[src/core/ccs_pkg.sv]
// Shared constants and types for the common command and completion status block
package ccs_pkg;

  // ****************************************************************
  // Clock and sizing
  // ****************************************************************
  localparam int CLK_MHZ        = 200;      // Core clock rate
  localparam int SETUP_BYTES    = 4096;     // Nominal size of one stored setup image
  localparam int SETUP_SLOTS    = 4;        // Setup memory locations 0 to 3
  localparam int MOD_SLOTS      = 2;        // Module slots answered by the option query
  localparam int OQ_DEPTH       = 4;        // Output queue entries
  localparam int PEND_W         = 8;        // Width of the overlapped operation count
  localparam int ENTRY_W        = 18;       // Queue entry: kind and 16-bit payload

  // ****************************************************************
  // Bit positions in the event and status bytes
  // ****************************************************************
  localparam int ESR_OPC        = 0;        // Operation complete flag
  localparam int STB_EAV        = 2;        // Error available
  localparam int STB_MAV        = 4;        // Message available
  localparam int STB_ESB        = 5;        // Event summary
  localparam int STB_RQS        = 6;        // Request service / master summary

  // ****************************************************************
  // Reset values and fixed payloads
  // ****************************************************************
  localparam logic [7:0]  ESR_RST     = 8'h00;  // Event register after reset
  localparam logic [7:0]  STB_RST     = 8'h00;  // Status byte after reset
  localparam logic [15:0] ASCII_ONE   = 16'h0031; // Completion character
  localparam logic [15:0] NONE_WORD   = 16'h0000; // Payload sent with an empty slot
  localparam logic [15:0] EMPTY_ID    = 16'h0000; // Module id that marks an empty slot

  // ****************************************************************
  // Commands, queue entry kinds and controller states
  // ****************************************************************
  typedef enum logic [3:0] {
    CMD_NOP = 4'h0,  // No operation
    CMD_CLS = 4'h1,  // Clear status
    CMD_OPC = 4'h2,  // Operation complete command
    CMD_OPQ = 4'h3,  // Operation complete query
    CMD_OPT = 4'h4,  // Option query
    CMD_SAV = 4'h5,  // Save setup
    CMD_RCL = 4'h6,  // Recall setup
    CMD_RST = 4'h7,  // Reset
    CMD_TRG = 4'h8   // Bus trigger
  } ccs_cmd_type;

  typedef enum logic [1:0] {
    ENT_CHAR  = 2'h0,  // Single character
    ENT_MODEL = 2'h1,  // Installed module number
    ENT_NONE  = 2'h2   // Empty slot word
  } ccs_ent_type;

  typedef enum logic [5:0] {
    ST_IDLE = 6'h01,  // Ready for a command
    ST_OPQW = 6'h02,  // Query waiting for completion
    ST_OPTE = 6'h04,  // Emitting option entries
    ST_SAVW = 6'h08,  // Writing a setup slot
    ST_RCLR = 6'h10,  // Reading a setup slot
    ST_RCLC = 6'h20   // Checking recalled data
  } ccs_state_type;

endpackage

[src/core/ccs_core.sv]
// Common command interpreter: completion tracking, status bytes, queue, setups
// Behaviour
// OPC command sets event bit 0 when done
// Enabled event bit raises summary and service; the code raises service only when sre enables the summary bit
// Pending initiate holds OPC until engine idle
// OPC query queues ASCII one when done
// Queued data sets MAV, maybe service request
// Pending initiate holds query character until idle
// Query stays busy until character is queued
// Talk request sends oldest queued entry out
// Option query answers each slot, model or NONE
// Save and recall setups in slots 0-3
// Each slot holds one full setup image
// Failed recall loads preset; slots start preset
// Reset restores defaults, drops pending work, responses
// Trigger command acts like bus group trigger
// Bus trigger acts only with bus arm source
// Controller should follow slow commands with OPC
// Clear status empties event registers, error queue
// Done means zero pending count and idle engine
module ccs_core
  import ccs_pkg::*;
#(
  parameter int                  SETUP_W = 32,        // Bits of one setup image
  parameter int                  NSLOT   = ccs_pkg::MOD_SLOTS, // Module slots
  parameter int                  QDEPTH  = ccs_pkg::OQ_DEPTH,  // Output queue depth
  parameter logic [SETUP_W-1:0]  PRESET  = '0         // Preset setup image
) (
  // Clock and reset
  input  wire logic                     clock,
  input  wire logic                     sys_rst,
  // Command request
  input  wire logic                     cmd_valid,
  input  wire ccs_pkg::ccs_cmd_type     cmd_code,
  input  wire logic [1:0]               cmd_slot,
  output logic                          cmd_ready,
  // Overlapped operation tracking
  input  wire logic                     ovl_start,
  input  wire logic                     ovl_done,
  input  wire logic                     meas_idle,
  // Bus trigger
  input  wire logic                     get_in,
  input  wire logic                     arm_src_bus,
  output logic                          bus_trig,
  // Status and enables
  input  wire logic [7:0]               ev_set,
  input  wire logic                     esr_rd,
  input  wire logic [7:0]               ese,
  input  wire logic [7:0]               sre,
  input  wire logic                     err_avail,
  output logic      [7:0]               esr,
  output logic      [7:0]               stb,
  output logic                          err_clear,
  // Output queue to the talker
  input  wire logic                     talk_req,
  output logic                          tx_valid,
  output ccs_pkg::ccs_ent_type          tx_kind,
  output logic      [15:0]              tx_data,
  // Installed modules
  input  wire logic [NSLOT*16-1:0]      mod_id,
  // Setup exchange with the rest of the device
  input  wire logic [SETUP_W-1:0]       cur_setup,
  output logic                          setup_load,
  output logic      [SETUP_W-1:0]       setup_out,
  output logic                          dev_reset
);

  // ****************************************************************
  // Local sizes and checks
  // ****************************************************************
  localparam int PW = $clog2(QDEPTH);    // Queue pointer width
  localparam int IW = $clog2(NSLOT + 1); // Option index width

  if (QDEPTH < 2 || (1 << PW) != QDEPTH || QDEPTH < NSLOT) begin : g_chk_q
    $error("ccs_core: QDEPTH must be a power of two and at least NSLOT");
  end
  if (SETUP_W < 1 || SETUP_W > SETUP_BYTES * 8) begin : g_chk_s
    $error("ccs_core: SETUP_W must fit one setup image");
  end

  // ****************************************************************
  // State
  // ****************************************************************
  typedef struct packed {
    ccs_state_type                   st;       // Controller state
    logic                            cmd_rdy;  // Accepting commands
    logic [PEND_W-1:0]               pend;     // Overlapped operations in flight
    logic                            opc_wait; // OPC command armed
    logic [7:0]                      esr;      // Event status register
    logic [7:0]                      stb;      // Status byte
    logic [QDEPTH-1:0][ENTRY_W-1:0]  q;        // Output queue storage
    logic [PW-1:0]                   q_rd;     // Read pointer
    logic [PW-1:0]                   q_wr;     // Write pointer
    logic [PW:0]                     q_cnt;    // Entries held
    logic                            tx_vld;   // Entry sent this cycle
    logic [ENTRY_W-1:0]              tx_ent;   // Entry sent
    logic [IW-1:0]                   opt_idx;  // Slot being answered
    logic [1:0]                      slot;     // Setup slot in use
    logic                            ld;       // Setup load pulse
    logic [SETUP_W-1:0]              sout;     // Setup image presented
    logic                            trig;     // Trigger pulse
    logic                            rst_p;    // Device reset pulse
    logic                            eclr;     // Error queue clear pulse
  } ccs_st_type;

  ccs_st_type st_ff;                          // Current state
  ccs_st_type nxt_st;                         // Next state
  // Setup memory ports
  logic                  mem_we;              // Write slot
  logic [SETUP_W:0]      mem_wd;              // Parity and image
  logic                  mem_re;              // Read slot
  logic [SETUP_W:0]      mem_rd;              // Registered read word

  // ****************************************************************
  // Setup memory
  // ****************************************************************
  ccs_setup_mem #(
    .WORD_W (SETUP_W + 1),
    .DEPTH  (SETUP_SLOTS),
    .PRESET ({^PRESET, PRESET})
  ) u_mem (
    .clock   (clock),
    .sys_rst (sys_rst),
    .wr_en   (mem_we),
    .wr_addr (st_ff.slot),
    .wr_data (mem_wd),
    .rd_en   (mem_re),
    .rd_addr (st_ff.slot),
    .rd_data (mem_rd)
  );

  // Memory strobes come from the state; a bad recall rewrites the preset
  always_comb begin
    mem_re = (st_ff.st == ST_RCLR);
    mem_we = (st_ff.st == ST_SAVW);
    mem_wd = {^cur_setup, cur_setup};
    if (st_ff.st == ST_RCLC && (^mem_rd) != 1'b0) begin
      mem_we = 1'b1;
      mem_wd = {^PRESET, PRESET};
    end
  end

  // ****************************************************************
  // Next state
  // ****************************************************************
  always_comb begin
    logic              done;                 // Nothing outstanding
    logic              take;                 // Command accepted
    logic              push;                 // Enqueue this cycle
    logic [ENTRY_W-1:0] push_ent;            // Entry to enqueue
    logic              pop;                  // Dequeue this cycle
    logic              full;                 // Queue full
    logic [15:0]       mid;                  // Module id of slot
    logic [7:0]        sum;                  // Status byte without service bit
    // Completion: no overlapped work and engine back in idle
    done     = (st_ff.pend == '0) && meas_idle;
    full     = (st_ff.q_cnt == (PW + 1)'(QDEPTH));
    // Reset is taken even while a query waits, so it can cancel it
    take     = cmd_valid && (st_ff.cmd_rdy || cmd_code == CMD_RST);
    push     = 1'b0;
    push_ent = '0;
    pop      = 1'b0;
    mid      = '0;
    sum      = '0;
    nxt_st   = st_ff;
    // Pulses last one cycle
    nxt_st.tx_vld = 1'b0;
    nxt_st.ld     = 1'b0;
    nxt_st.trig   = 1'b0;
    nxt_st.rst_p  = 1'b0;
    nxt_st.eclr   = 1'b0;
    // Count overlapped operations, saturating both ways
    if (ovl_start && !ovl_done && st_ff.pend != '1) begin
      nxt_st.pend = st_ff.pend + 1'b1;
    end else if (ovl_done && !ovl_start && st_ff.pend != '0) begin
      nxt_st.pend = st_ff.pend - 1'b1;
    end
    // Armed OPC command fires once everything is done
    if (st_ff.opc_wait && done) begin
      nxt_st.opc_wait = 1'b0;
    end
    // Group trigger from the bus, counted only with bus arm source
    if (get_in && arm_src_bus) begin
      nxt_st.trig = 1'b1;
    end
    unique case (st_ff.st)
      ST_IDLE: begin
        // Nothing ongoing; commands are decoded below
      end
      ST_OPQW: begin
        // Query stays busy until its character is really queued
        if (done && !full) begin
          push     = 1'b1;
          push_ent = {ENT_CHAR, ASCII_ONE};
          nxt_st.st = ST_IDLE;
        end
      end
      ST_OPTE: begin
        // One entry per module slot, stalling while the queue is full
        if (!full) begin
          mid  = mod_id[st_ff.opt_idx*16 +: 16];
          push = 1'b1;
          push_ent = (mid == EMPTY_ID) ? {ENT_NONE, NONE_WORD} : {ENT_MODEL, mid};
          if (st_ff.opt_idx == IW'(NSLOT - 1)) begin
            nxt_st.st = ST_IDLE;
          end else begin
            nxt_st.opt_idx = st_ff.opt_idx + 1'b1;
          end
        end
      end
      ST_SAVW: begin
        // Write issued by the memory strobe this cycle
        nxt_st.st = ST_IDLE;
      end
      ST_RCLR: begin
        // Read issued; data arrives next cycle
        nxt_st.st = ST_RCLC;
      end
      ST_RCLC: begin
        // Parity mismatch counts as a failed recall
        nxt_st.sout = ((^mem_rd) == 1'b0) ? mem_rd[SETUP_W-1:0] : PRESET;
        nxt_st.ld = 1'b1;
        nxt_st.st = ST_IDLE;
      end
      default: begin
        nxt_st.st = ST_IDLE;
      end
    endcase
    // Command decode
    if (take) begin
      unique case (cmd_code)
        CMD_CLS: begin
          nxt_st.eclr = 1'b1;
        end
        CMD_OPC: begin
          nxt_st.opc_wait = 1'b1;
        end
        CMD_OPQ: begin
          nxt_st.st = ST_OPQW;
        end
        CMD_OPT: begin
          nxt_st.st      = ST_OPTE;
          nxt_st.opt_idx = '0;
        end
        CMD_SAV: begin
          nxt_st.slot = cmd_slot;
          nxt_st.st   = ST_SAVW;
        end
        CMD_RCL: begin
          nxt_st.slot = cmd_slot;
          nxt_st.st   = ST_RCLR;
        end
        CMD_TRG: begin
          nxt_st.trig = arm_src_bus;
        end
        CMD_RST: begin
          // Defaults back, pending work and owed answers dropped
          nxt_st.st       = ST_IDLE;
          nxt_st.pend     = '0;
          nxt_st.opc_wait = 1'b0;
          nxt_st.q_rd     = '0;
          nxt_st.q_wr     = '0;
          nxt_st.q_cnt    = '0;
          nxt_st.sout     = PRESET;
          nxt_st.ld       = 1'b1;
          nxt_st.rst_p    = 1'b1;
        end
        default: begin
          // No operation
        end
      endcase
    end
    // Output queue; a reset in this cycle already emptied it
    if (!(take && cmd_code == CMD_RST)) begin
      pop = talk_req && (st_ff.q_cnt != '0);
      if (pop) begin
        nxt_st.tx_vld = 1'b1;
        nxt_st.tx_ent = st_ff.q[st_ff.q_rd];
        nxt_st.q_rd   = st_ff.q_rd + 1'b1;
      end
      if (push) begin
        nxt_st.q[st_ff.q_wr] = push_ent;
        nxt_st.q_wr          = st_ff.q_wr + 1'b1;
      end
      if (push && !pop) begin
        nxt_st.q_cnt = st_ff.q_cnt + 1'b1;
      end else if (pop && !push) begin
        nxt_st.q_cnt = st_ff.q_cnt - 1'b1;
      end
    end
    // Event register: read or clear status empties it, new events win
    if (esr_rd || (take && cmd_code == CMD_CLS)) begin
      nxt_st.esr = '0;
    end
    nxt_st.esr = nxt_st.esr | ev_set;
    if (st_ff.opc_wait && done) begin
      nxt_st.esr[ESR_OPC] = 1'b1;
    end
    // Status byte follows the state it summarises
    sum[STB_EAV] = err_avail && !nxt_st.eclr;
    sum[STB_MAV] = (nxt_st.q_cnt != '0);
    sum[STB_ESB] = |(nxt_st.esr & ese);
    nxt_st.stb          = sum;
    nxt_st.stb[STB_RQS] = |(sum & sre & ~(8'h01 << STB_RQS));
    nxt_st.cmd_rdy = (nxt_st.st == ST_IDLE);
  end

  // ****************************************************************
  // State register
  // ****************************************************************
  always_ff @(posedge clock) begin
    if (sys_rst) begin
      st_ff         <= '0;
      st_ff.st      <= ST_IDLE;
      st_ff.cmd_rdy <= 1'b1;
      st_ff.esr     <= ESR_RST;
      st_ff.stb     <= STB_RST;
      st_ff.sout    <= PRESET;
    end else begin
      st_ff <= nxt_st;
    end
  end

  // ****************************************************************
  // Outputs, all straight from the state register
  // ****************************************************************
  assign cmd_ready  = st_ff.cmd_rdy;
  assign bus_trig   = st_ff.trig;
  assign esr        = st_ff.esr;
  assign stb        = st_ff.stb;
  assign err_clear  = st_ff.eclr;
  assign tx_valid   = st_ff.tx_vld;
  assign tx_kind    = ccs_ent_type'(st_ff.tx_ent[ENTRY_W-1:16]);
  assign tx_data    = st_ff.tx_ent[15:0];
  assign setup_load = st_ff.ld;
  assign setup_out  = st_ff.sout;
  assign dev_reset  = st_ff.rst_p;

endmodule // ccs_core

[src/core/ccs_setup_mem.sv]
// Setup memory: one word per slot, preset at reset, registered read data
module ccs_setup_mem #(
  parameter int                 WORD_W = 33,          // Stored word width
  parameter int                 DEPTH  = 4,           // Number of slots
  parameter logic [WORD_W-1:0]  PRESET = '0           // Word loaded into every slot
) (
  // Clock and reset
  input  wire logic                     clock,
  input  wire logic                     sys_rst,
  // Write port
  input  wire logic                     wr_en,
  input  wire logic [$clog2(DEPTH)-1:0] wr_addr,
  input  wire logic [WORD_W-1:0]        wr_data,
  // Read port
  input  wire logic                     rd_en,
  input  wire logic [$clog2(DEPTH)-1:0] rd_addr,
  output logic      [WORD_W-1:0]        rd_data
);

  // ****************************************************************
  // State
  // ****************************************************************
  typedef struct packed {
    logic [DEPTH-1:0][WORD_W-1:0] mem;   // Stored images
    logic [WORD_W-1:0]            rdata; // Registered read word
  } ccs_mem_st_type;

  ccs_mem_st_type st_ff;                 // Current state
  ccs_mem_st_type nxt_st;                // Next state

  // Elaboration check: address must cover the slots
  if (DEPTH < 2) begin : g_chk
    $error("ccs_setup_mem: DEPTH must be at least 2");
  end

  // Next state: write wins the slot, read returns the old word
  always_comb begin
    nxt_st = st_ff;
    if (rd_en) begin
      nxt_st.rdata = st_ff.mem[rd_addr];
    end
    if (wr_en) begin
      nxt_st.mem[wr_addr] = wr_data;
    end
  end

  // Register; every slot starts with the preset image
  always_ff @(posedge clock) begin
    if (sys_rst) begin
      for (int i = 0; i < DEPTH; i++) begin
        st_ff.mem[i] <= PRESET;
      end
      st_ff.rdata <= PRESET;
    end else begin
      st_ff <= nxt_st;
    end
  end

  assign rd_data = st_ff.rdata;

endmodule // ccs_setup_mem

[config.mk]
export PLATFORM = sky130hd
export DESIGN_NAME = ccs_core
export DESIGN_NICKNAME = d
export VERILOG_FILES = /design/src/core/ccs_pkg.sv /design/src/core/ccs_core.sv /design/src/core/ccs_setup_mem.sv
export SDC_FILE = /design/constraint.sdc
export NUM_CORES = 1
export LEC_CHECK = 0
export BUFFER_PORTS_ARGS = -buffer_cell sky130_fd_sc_hd__buf_2
export CORE_ASPECT_RATIO = 1.2
export CORE_MARGIN = 5
export CORE_UTILIZATION = 50
export CTS_CLUSTER_SIZE = 8
export DETAILED_ROUTE_END_ITERATION = 8
export PLACE_DENSITY = 0.73
export RECOVER_POWER = 50
export SYNTH_ARGS = -nofsm -noshare
export SYNTH_HDL_FRONTEND = slang
export SYNTH_SLANG_ARGS = --single-unit
[constraint.sdc]
create_clock -name clock -period 2.4 [get_ports clock]
set_input_delay 0.36 -clock clock [delete_from_list [all_inputs] [get_ports clock]]
set_output_delay 0.36 -clock clock [all_outputs]
set_load 0.02 [all_outputs]
Yosys cells after proc, flatten, opt, wreduce, memory -nomap -nowiden
Index checks and enable logic that the tools add are counted.
{ "totals": {"latchBits": 0, "n_memories": 0, "ramBits": 0, "romBits": 0, "word_cells": 159, "regBits": 335, "output_inout_bits": 72} }
{ "op_classes": {"n_shift": 1, "div": 0, "n_mux": 54, "add_sub_neg": 7, "magnitude_cmp": 5, "eq_ne": 18, "n_reduce_logical": 41, "bitwise": 5, "multipliers": 0} }
{ "ops": {"columns": ["op", "count"], "rows": [
  ["2-to-1 mux 33 bit", 5],
  ["bitwise mux 132 bit", 1],
  ["bitwise mux 72 bit", 1],
  ["2-to-1 mux 18 bit", 4],
  ["binary-select mux 33 bit (select 2 bit)", 1],
  ["demux 33 bit (select 2 bit)", 1],
  ["2-to-1 mux 40 bit", 1],
  ["binary-select mux 18 bit (select 2 bit)", 1],
  ["demux 18 bit (select 2 bit)", 1],
  ["one-hot mux 18 bit (2 select lines)", 1],
  ["parity 33 bit", 1],
  ["2-to-1 mux 32 bit", 1],
  ["2-to-1 mux 8 bit", 4],
  ["parity 32 bit", 1],
  ["indexed part select 32 x 7 -> 16 bit", 1],
  ["2-to-1 mux 6 bit", 5],
  ["one-hot mux 6 bit (5 select lines)", 1],
  ["2-to-1 mux 26 bit", 1],
  ["one-hot mux 6 bit (4 select lines)", 1],
  ["2-to-1 mux 19 bit", 1],
  ["logical AND 1 bit", 18],
  ["== test 4 x 3 -> 1 bit, second input constant", 4],
  ["zero test 16 bit", 1],
  ["2-to-1 mux 2 bit", 7],
  ["other kinds (37)", 67]
]} }

Longest topological paths before layout
{ "depth": {"depth_word": 13, "mapped_depth": 11, "depth_no_buf": 9} }

Hierarchy
Synthesis repeated with hierarchy kept, for this count alone.
{ "unflattened": {"cells_unflattened": 1746, "hier_area_um2": 15386.0} }
{ "by_module_without_submodules": {"columns": ["module", "instances", "area_each_um2", "cells_each"], "rows": [
  ["ccs_core", 1, 8552.0, 984],
  ["ccs_setup_mem", 1, 6834.1, 762]
]} }

Least setup slack after synthesis
Ideal clock, no wire load.
{ "synth_path": {"path_type": "reg2reg", "startpoint": "register u_mem.st_ff, in the netlist u_mem.rd_data[8]", "endpoint": "register u_mem.st_ff[101] in the netlist's numbering", "path_stages_with_launch": 9, "n_path_buf": 1, "arrival_time_ns": 2.374, "setup_time_ns": 0.072, "setup_slack_ns": -0.046, "synth_period_minus_slack_ns": 2.446, "cell_sequence": "dfxtp_1 xor2_1 xnor2_1 xnor2_2 xnor3_2 or4_1 o211ai_4 buf_12 mux2i_1"} }
{ "synth_via": {"elab_chain_len": 4, "word_cells_on_any_way": 5, "classes_between": "3 x mux; 2 x reduce/logical"} }
{ "synth_rtl": {"columns": ["item", "line_no", "source"], "rows": [
  ["start: declaration", "ccs_setup_mem.sv:28", "ccs_mem_st_type st_ff;"],
  ["start signal: assignment", "ccs_setup_mem.sv:55", "st_ff <= nxt_st;"],
  ["parity 33 bit (*)", "ccs_core.sv:137", "if (st_ff.st == ST_RCLC && (^mem_rd) != 1'b0) begin"],
  ["logical AND 1 bit (*)", "ccs_core.sv:137", null],
  ["2-to-1 mux 33 bit", "ccs_core.sv:137", null],
  ["bitwise mux 132 bit", "ccs_setup_mem.sv:43", "nxt_st.mem[wr_addr] = wr_data;"]
]} }
Every way passes the cells marked *; elsewhere a longest branch is shown, timed or not.
A chain may end at the register's enable or synchronous reset.

Final worst setup path
{ "layout_path": {"startpoint": "register u_mem.st_ff, in the netlist u_mem.rd_data[29]", "endpoint": "register u_mem.st_ff[55] in the netlist's numbering"} }
The elaborated chain is that of the path after synthesis.

==> summary.txt <==
Outcome
  – Status: finished, violations left
  – Failing checks: setup timing

STA
  – Fin. Hold Viols: 0
  – Clock skew: 0.0137 ns
  – Fmax: 378 MHz
  – Final min period: 2.64 ns
  – Endpoints failing setup: 165
  – Worst Tran Pin Value: 0.764 ns
  – Final worst setup slack: -0.243 ns
  – Final period utilization: 110%
  – Max Slew Vio Count: 0
  – RSZ-0062 raised after global routing: yes
  – Slew headroom: between 40 and 50%

Flow run
  – Max-cap violations: 0

Floorplan
  – Die X: between 150 and 200 um
  – Core Box Area: 31200 sq um
  – IO Pins: 177
  – Starting Density: 50.5%
  – Die ar.: 35100 sq um
  – DIE HEIGHT: 204 um
  – Standard-cell rows: 71

Place
  – Number of port buffers: 167
  – Detailed placement HPWL: 26300 um
  – Place WS: -0.274 ns
  – Placed Area: 17100 sq um
  – Post-Place Cells: approximately 2200
  – Final GP Congestion: 0.865

Logic synthesis
  – Unique masters post-synth: 63
  – Post-synthesis register bit count: about 330
  – Count leader, synth: dfxtp_1
  – Ys flop type: dfxtp_1
  – Post-synth EDFFs: 0
  – Synthesized area per cell: 9.45 sq um
  – Post-synthesis sequential area ratio: 42.1%
  – Synth top area share: a little over two fifths
  – Syn Inst Count: 1665
  – Yosys warns: 0
  – Async SR Flop Fraction: 0%
  – Most frequent cells after synthesis: 331 x dfxtp_1, 265 x nand2_1, 163 x a21oi_1, 151 x mux2i_1, 95 x nor2_1
  – Top area cells in the synthesized netlist: dfxtp_1 42%, mux2i_1 9.6%, mux4_2 7.3%, nand2_1 6.3%, a21oi_1 5.2%
  – Yosys top cell by area: dfxtp_1
  – Area of the mapped netlist: 15700 sq um

Global route
  – Global-route wire length before repair: 64700 um
  – Total track usage: a little under a quarter
  – Largest net degree at the start of global routing: 141
  – GR Overflow Total: 0
  – Antenna violations before repair: 1
  – Vias in the first global route: 12440

Critical path
  – Worst Path Class, Setup: reg2reg
  – Crit-path max FO: 7
  – Worst Path Required: 2.85 ns
  – Worst reg-to-reg path cell count: 10
  – Startpoint types: flop
  – CP endpoint kind: flop
  – Crit path DAT: 3.09 ns

Route
  – Pre-antenna DRT Iters: 5
  – Vias: 12536
  – Routed WL: 42900 um
  – Vias per Instance: 5.55
  – Wire per inst: 19.0 um
  – Post-route DRC violation count: 0
  – Detail Route Antenna Nets: 0
  – 1st-iter DRT viols: 837

Clock network
  – CTS clock-pin slew for the worst setup and hold paths: 0.05 ns
  – Max Buffers Root-to-Sink: 3
  – TritonCTS Buffers: 47
  – Htree depth: 2
  – CTS tree: yes
  – Hold-fix buffers, CTS: 0
  – Worst-Skew Late Latency: 0.54 ns
  – Clock root buffer: clkbuf_16
  – CTS Sinks: ~330

Layout
  – Multi-input logic area: 8680 sq um
  – Finished Layout Cells: 2259
  – FF+latch area: 6640 sq um
  – Filler cells: 2396
  – Fin nets: between 1500 and 2000
  – Area delta synth->final: 25.2%
  – Final core utilization: between 60% and 70%
  – Share of cells above drive strength 1: 29.3%
  – Final Cell Area: 19700 sq um

Power
  – VDD IR max: 503 uV
  – Static Leakage: 0.00724 uW
  – Power Density: 694 nW/um^2

Min path
  – Hold crit path type: in2reg
  – Hold path cells: 3
path summary, 6_finish.rpt:
check	start	to	slack, ns
setup / recovery	u_mem.rd_data[29]$_SDFFE_PP0N_	u_mem.st_ff[55]$_SDFFE_PP0P_	-0.24
hold / removal	ev_set[4]	esr[4]$_SDFF_PP0_	0.06
setup reg to reg	u_mem.rd_data[29]$_SDFFE_PP0N_	u_mem.st_ff[55]$_SDFFE_PP0P_	-0.24
hold reg to reg	tx_data[12]$_SDFFE_PP0P_	tx_data[12]$_SDFFE_PP0P_	0.45
cell usage in the layout (no fill, tap or decap), drive strengths merged, types with 50 or more instances in the layout:
| cell type | instances |
|---|---|
| dfxtp | 331 |
| buf | 301 |
| nand2 | 265 |
| a21oi | 163 |
| mux2i | 151 |
| nor2 | 95 |
| or2b | 92 |
| xnor2 | 61 |
| clkbuf | 60 |
| mux4 | 51 |
| nand2b | 50 |
final cells by class:
| type | instances | share of cell area [%] |
|---|---|---|
| multi-input combinational | 1150 | 44.1 |
| sequential | 331 | 33.7 |
| timing repair buffer | 311 | 12.9 |
| clock buffer | 50 | 6.24 |
| tap | 401 | 2.55 |
| clock inverter | 2 | 0.254 |
| inverter | 13 | 0.248 |
| antenna | 1 | 0.0127 |
metrics by stage:
stage	hold WS, ns	setup TNS, ns	total power [uW]
2_1_floorplan	0.432	-1.73	7050
3_3_place_gp	0.438	-27.90	7720
3_5_place_dp	0.443	-33.29	7760
4_1_cts	0.0399	-17.90	13700
5_1_grt	0.0691	-35.74	14200
6_report	0.0620	-21.56	13700
worst max-delay path, stage by stage, from the launching register on:
cell and delay [ns]:
dfxtp_2 0.33, xnor2_2 0.15, xnor2_2 0.23, xnor2_1 0.16
xnor3_2 0.49, buf_6 0.16, buf_6 0.14, a211oi_4 0.33
buf_6 0.20, buf_16 0.15, mux2i_1 0.23
cell families (layout without fill, tap and decap cells):
kind of cell,after synthesis,after routing,share of synthesized area [%]
AO/OA/AOI/OAI,210,210,7.52
XOR/XNOR,71,71,4.29
adder cells (fa/ha/maj),10,10,0.795
buffers and inverters,187,376,7.35
flip-flops,331,331,42.1
multiplexers,202,202,16.9
other,1,5,0.0238
AND/OR/NAND/NOR,653,653,21.0
report_power, final:
| group | internal, uW | leakage [uW] | switching, uW | total [uW] |
|---|---|---|---|---|
| Combinational | 888 | 0.00393 | 1130 | 2020 |
| Sequential | 5630 | 0.00268 | 91.6 | 5720 |
| Clock | 3670 | 0.000629 | 2260 | 5940 |
| Total | 10200 | 0.00724 | 3490 | 13700 |
flip-flops by register name, indices dropped and copies added (netlist names):
signal	flops
u_mem.st_ff	132
st_ff	98
u_mem.rd_data	33
setup_out	32
tx_data	16
esr	8
stb	4
tx_kind	2
bus_trig	1
cmd_ready	1
dev_reset	1
err_clear	1
setup_load	1
tx_valid	1
timing repair:
| action | 4_1_cts | 5_1_grt |
|---|---|---|
| endpoints found under the hold margin | 0 | 0 |
| gates cloned | 12 | 8 |
| pin swaps | 39 | 65 |
| gates resized for setup | 69 | 121 |
| buffers inserted | 12 | 3 |
| setup endpoints to repair | 226 | 233 |
metal layers:
metal / vias to the layer above / share of wire [%] / track usage (%)
li1: 5981 / - / -
met1: 6036 / 39 / 27.5
met2: 406 / 51 / 40.1
met3: 113 / 5.3 / 3.17
met4: 0 / 4.5 / 9.38
met5: - / 0 / 0
(Power assumes the default switching activity.)
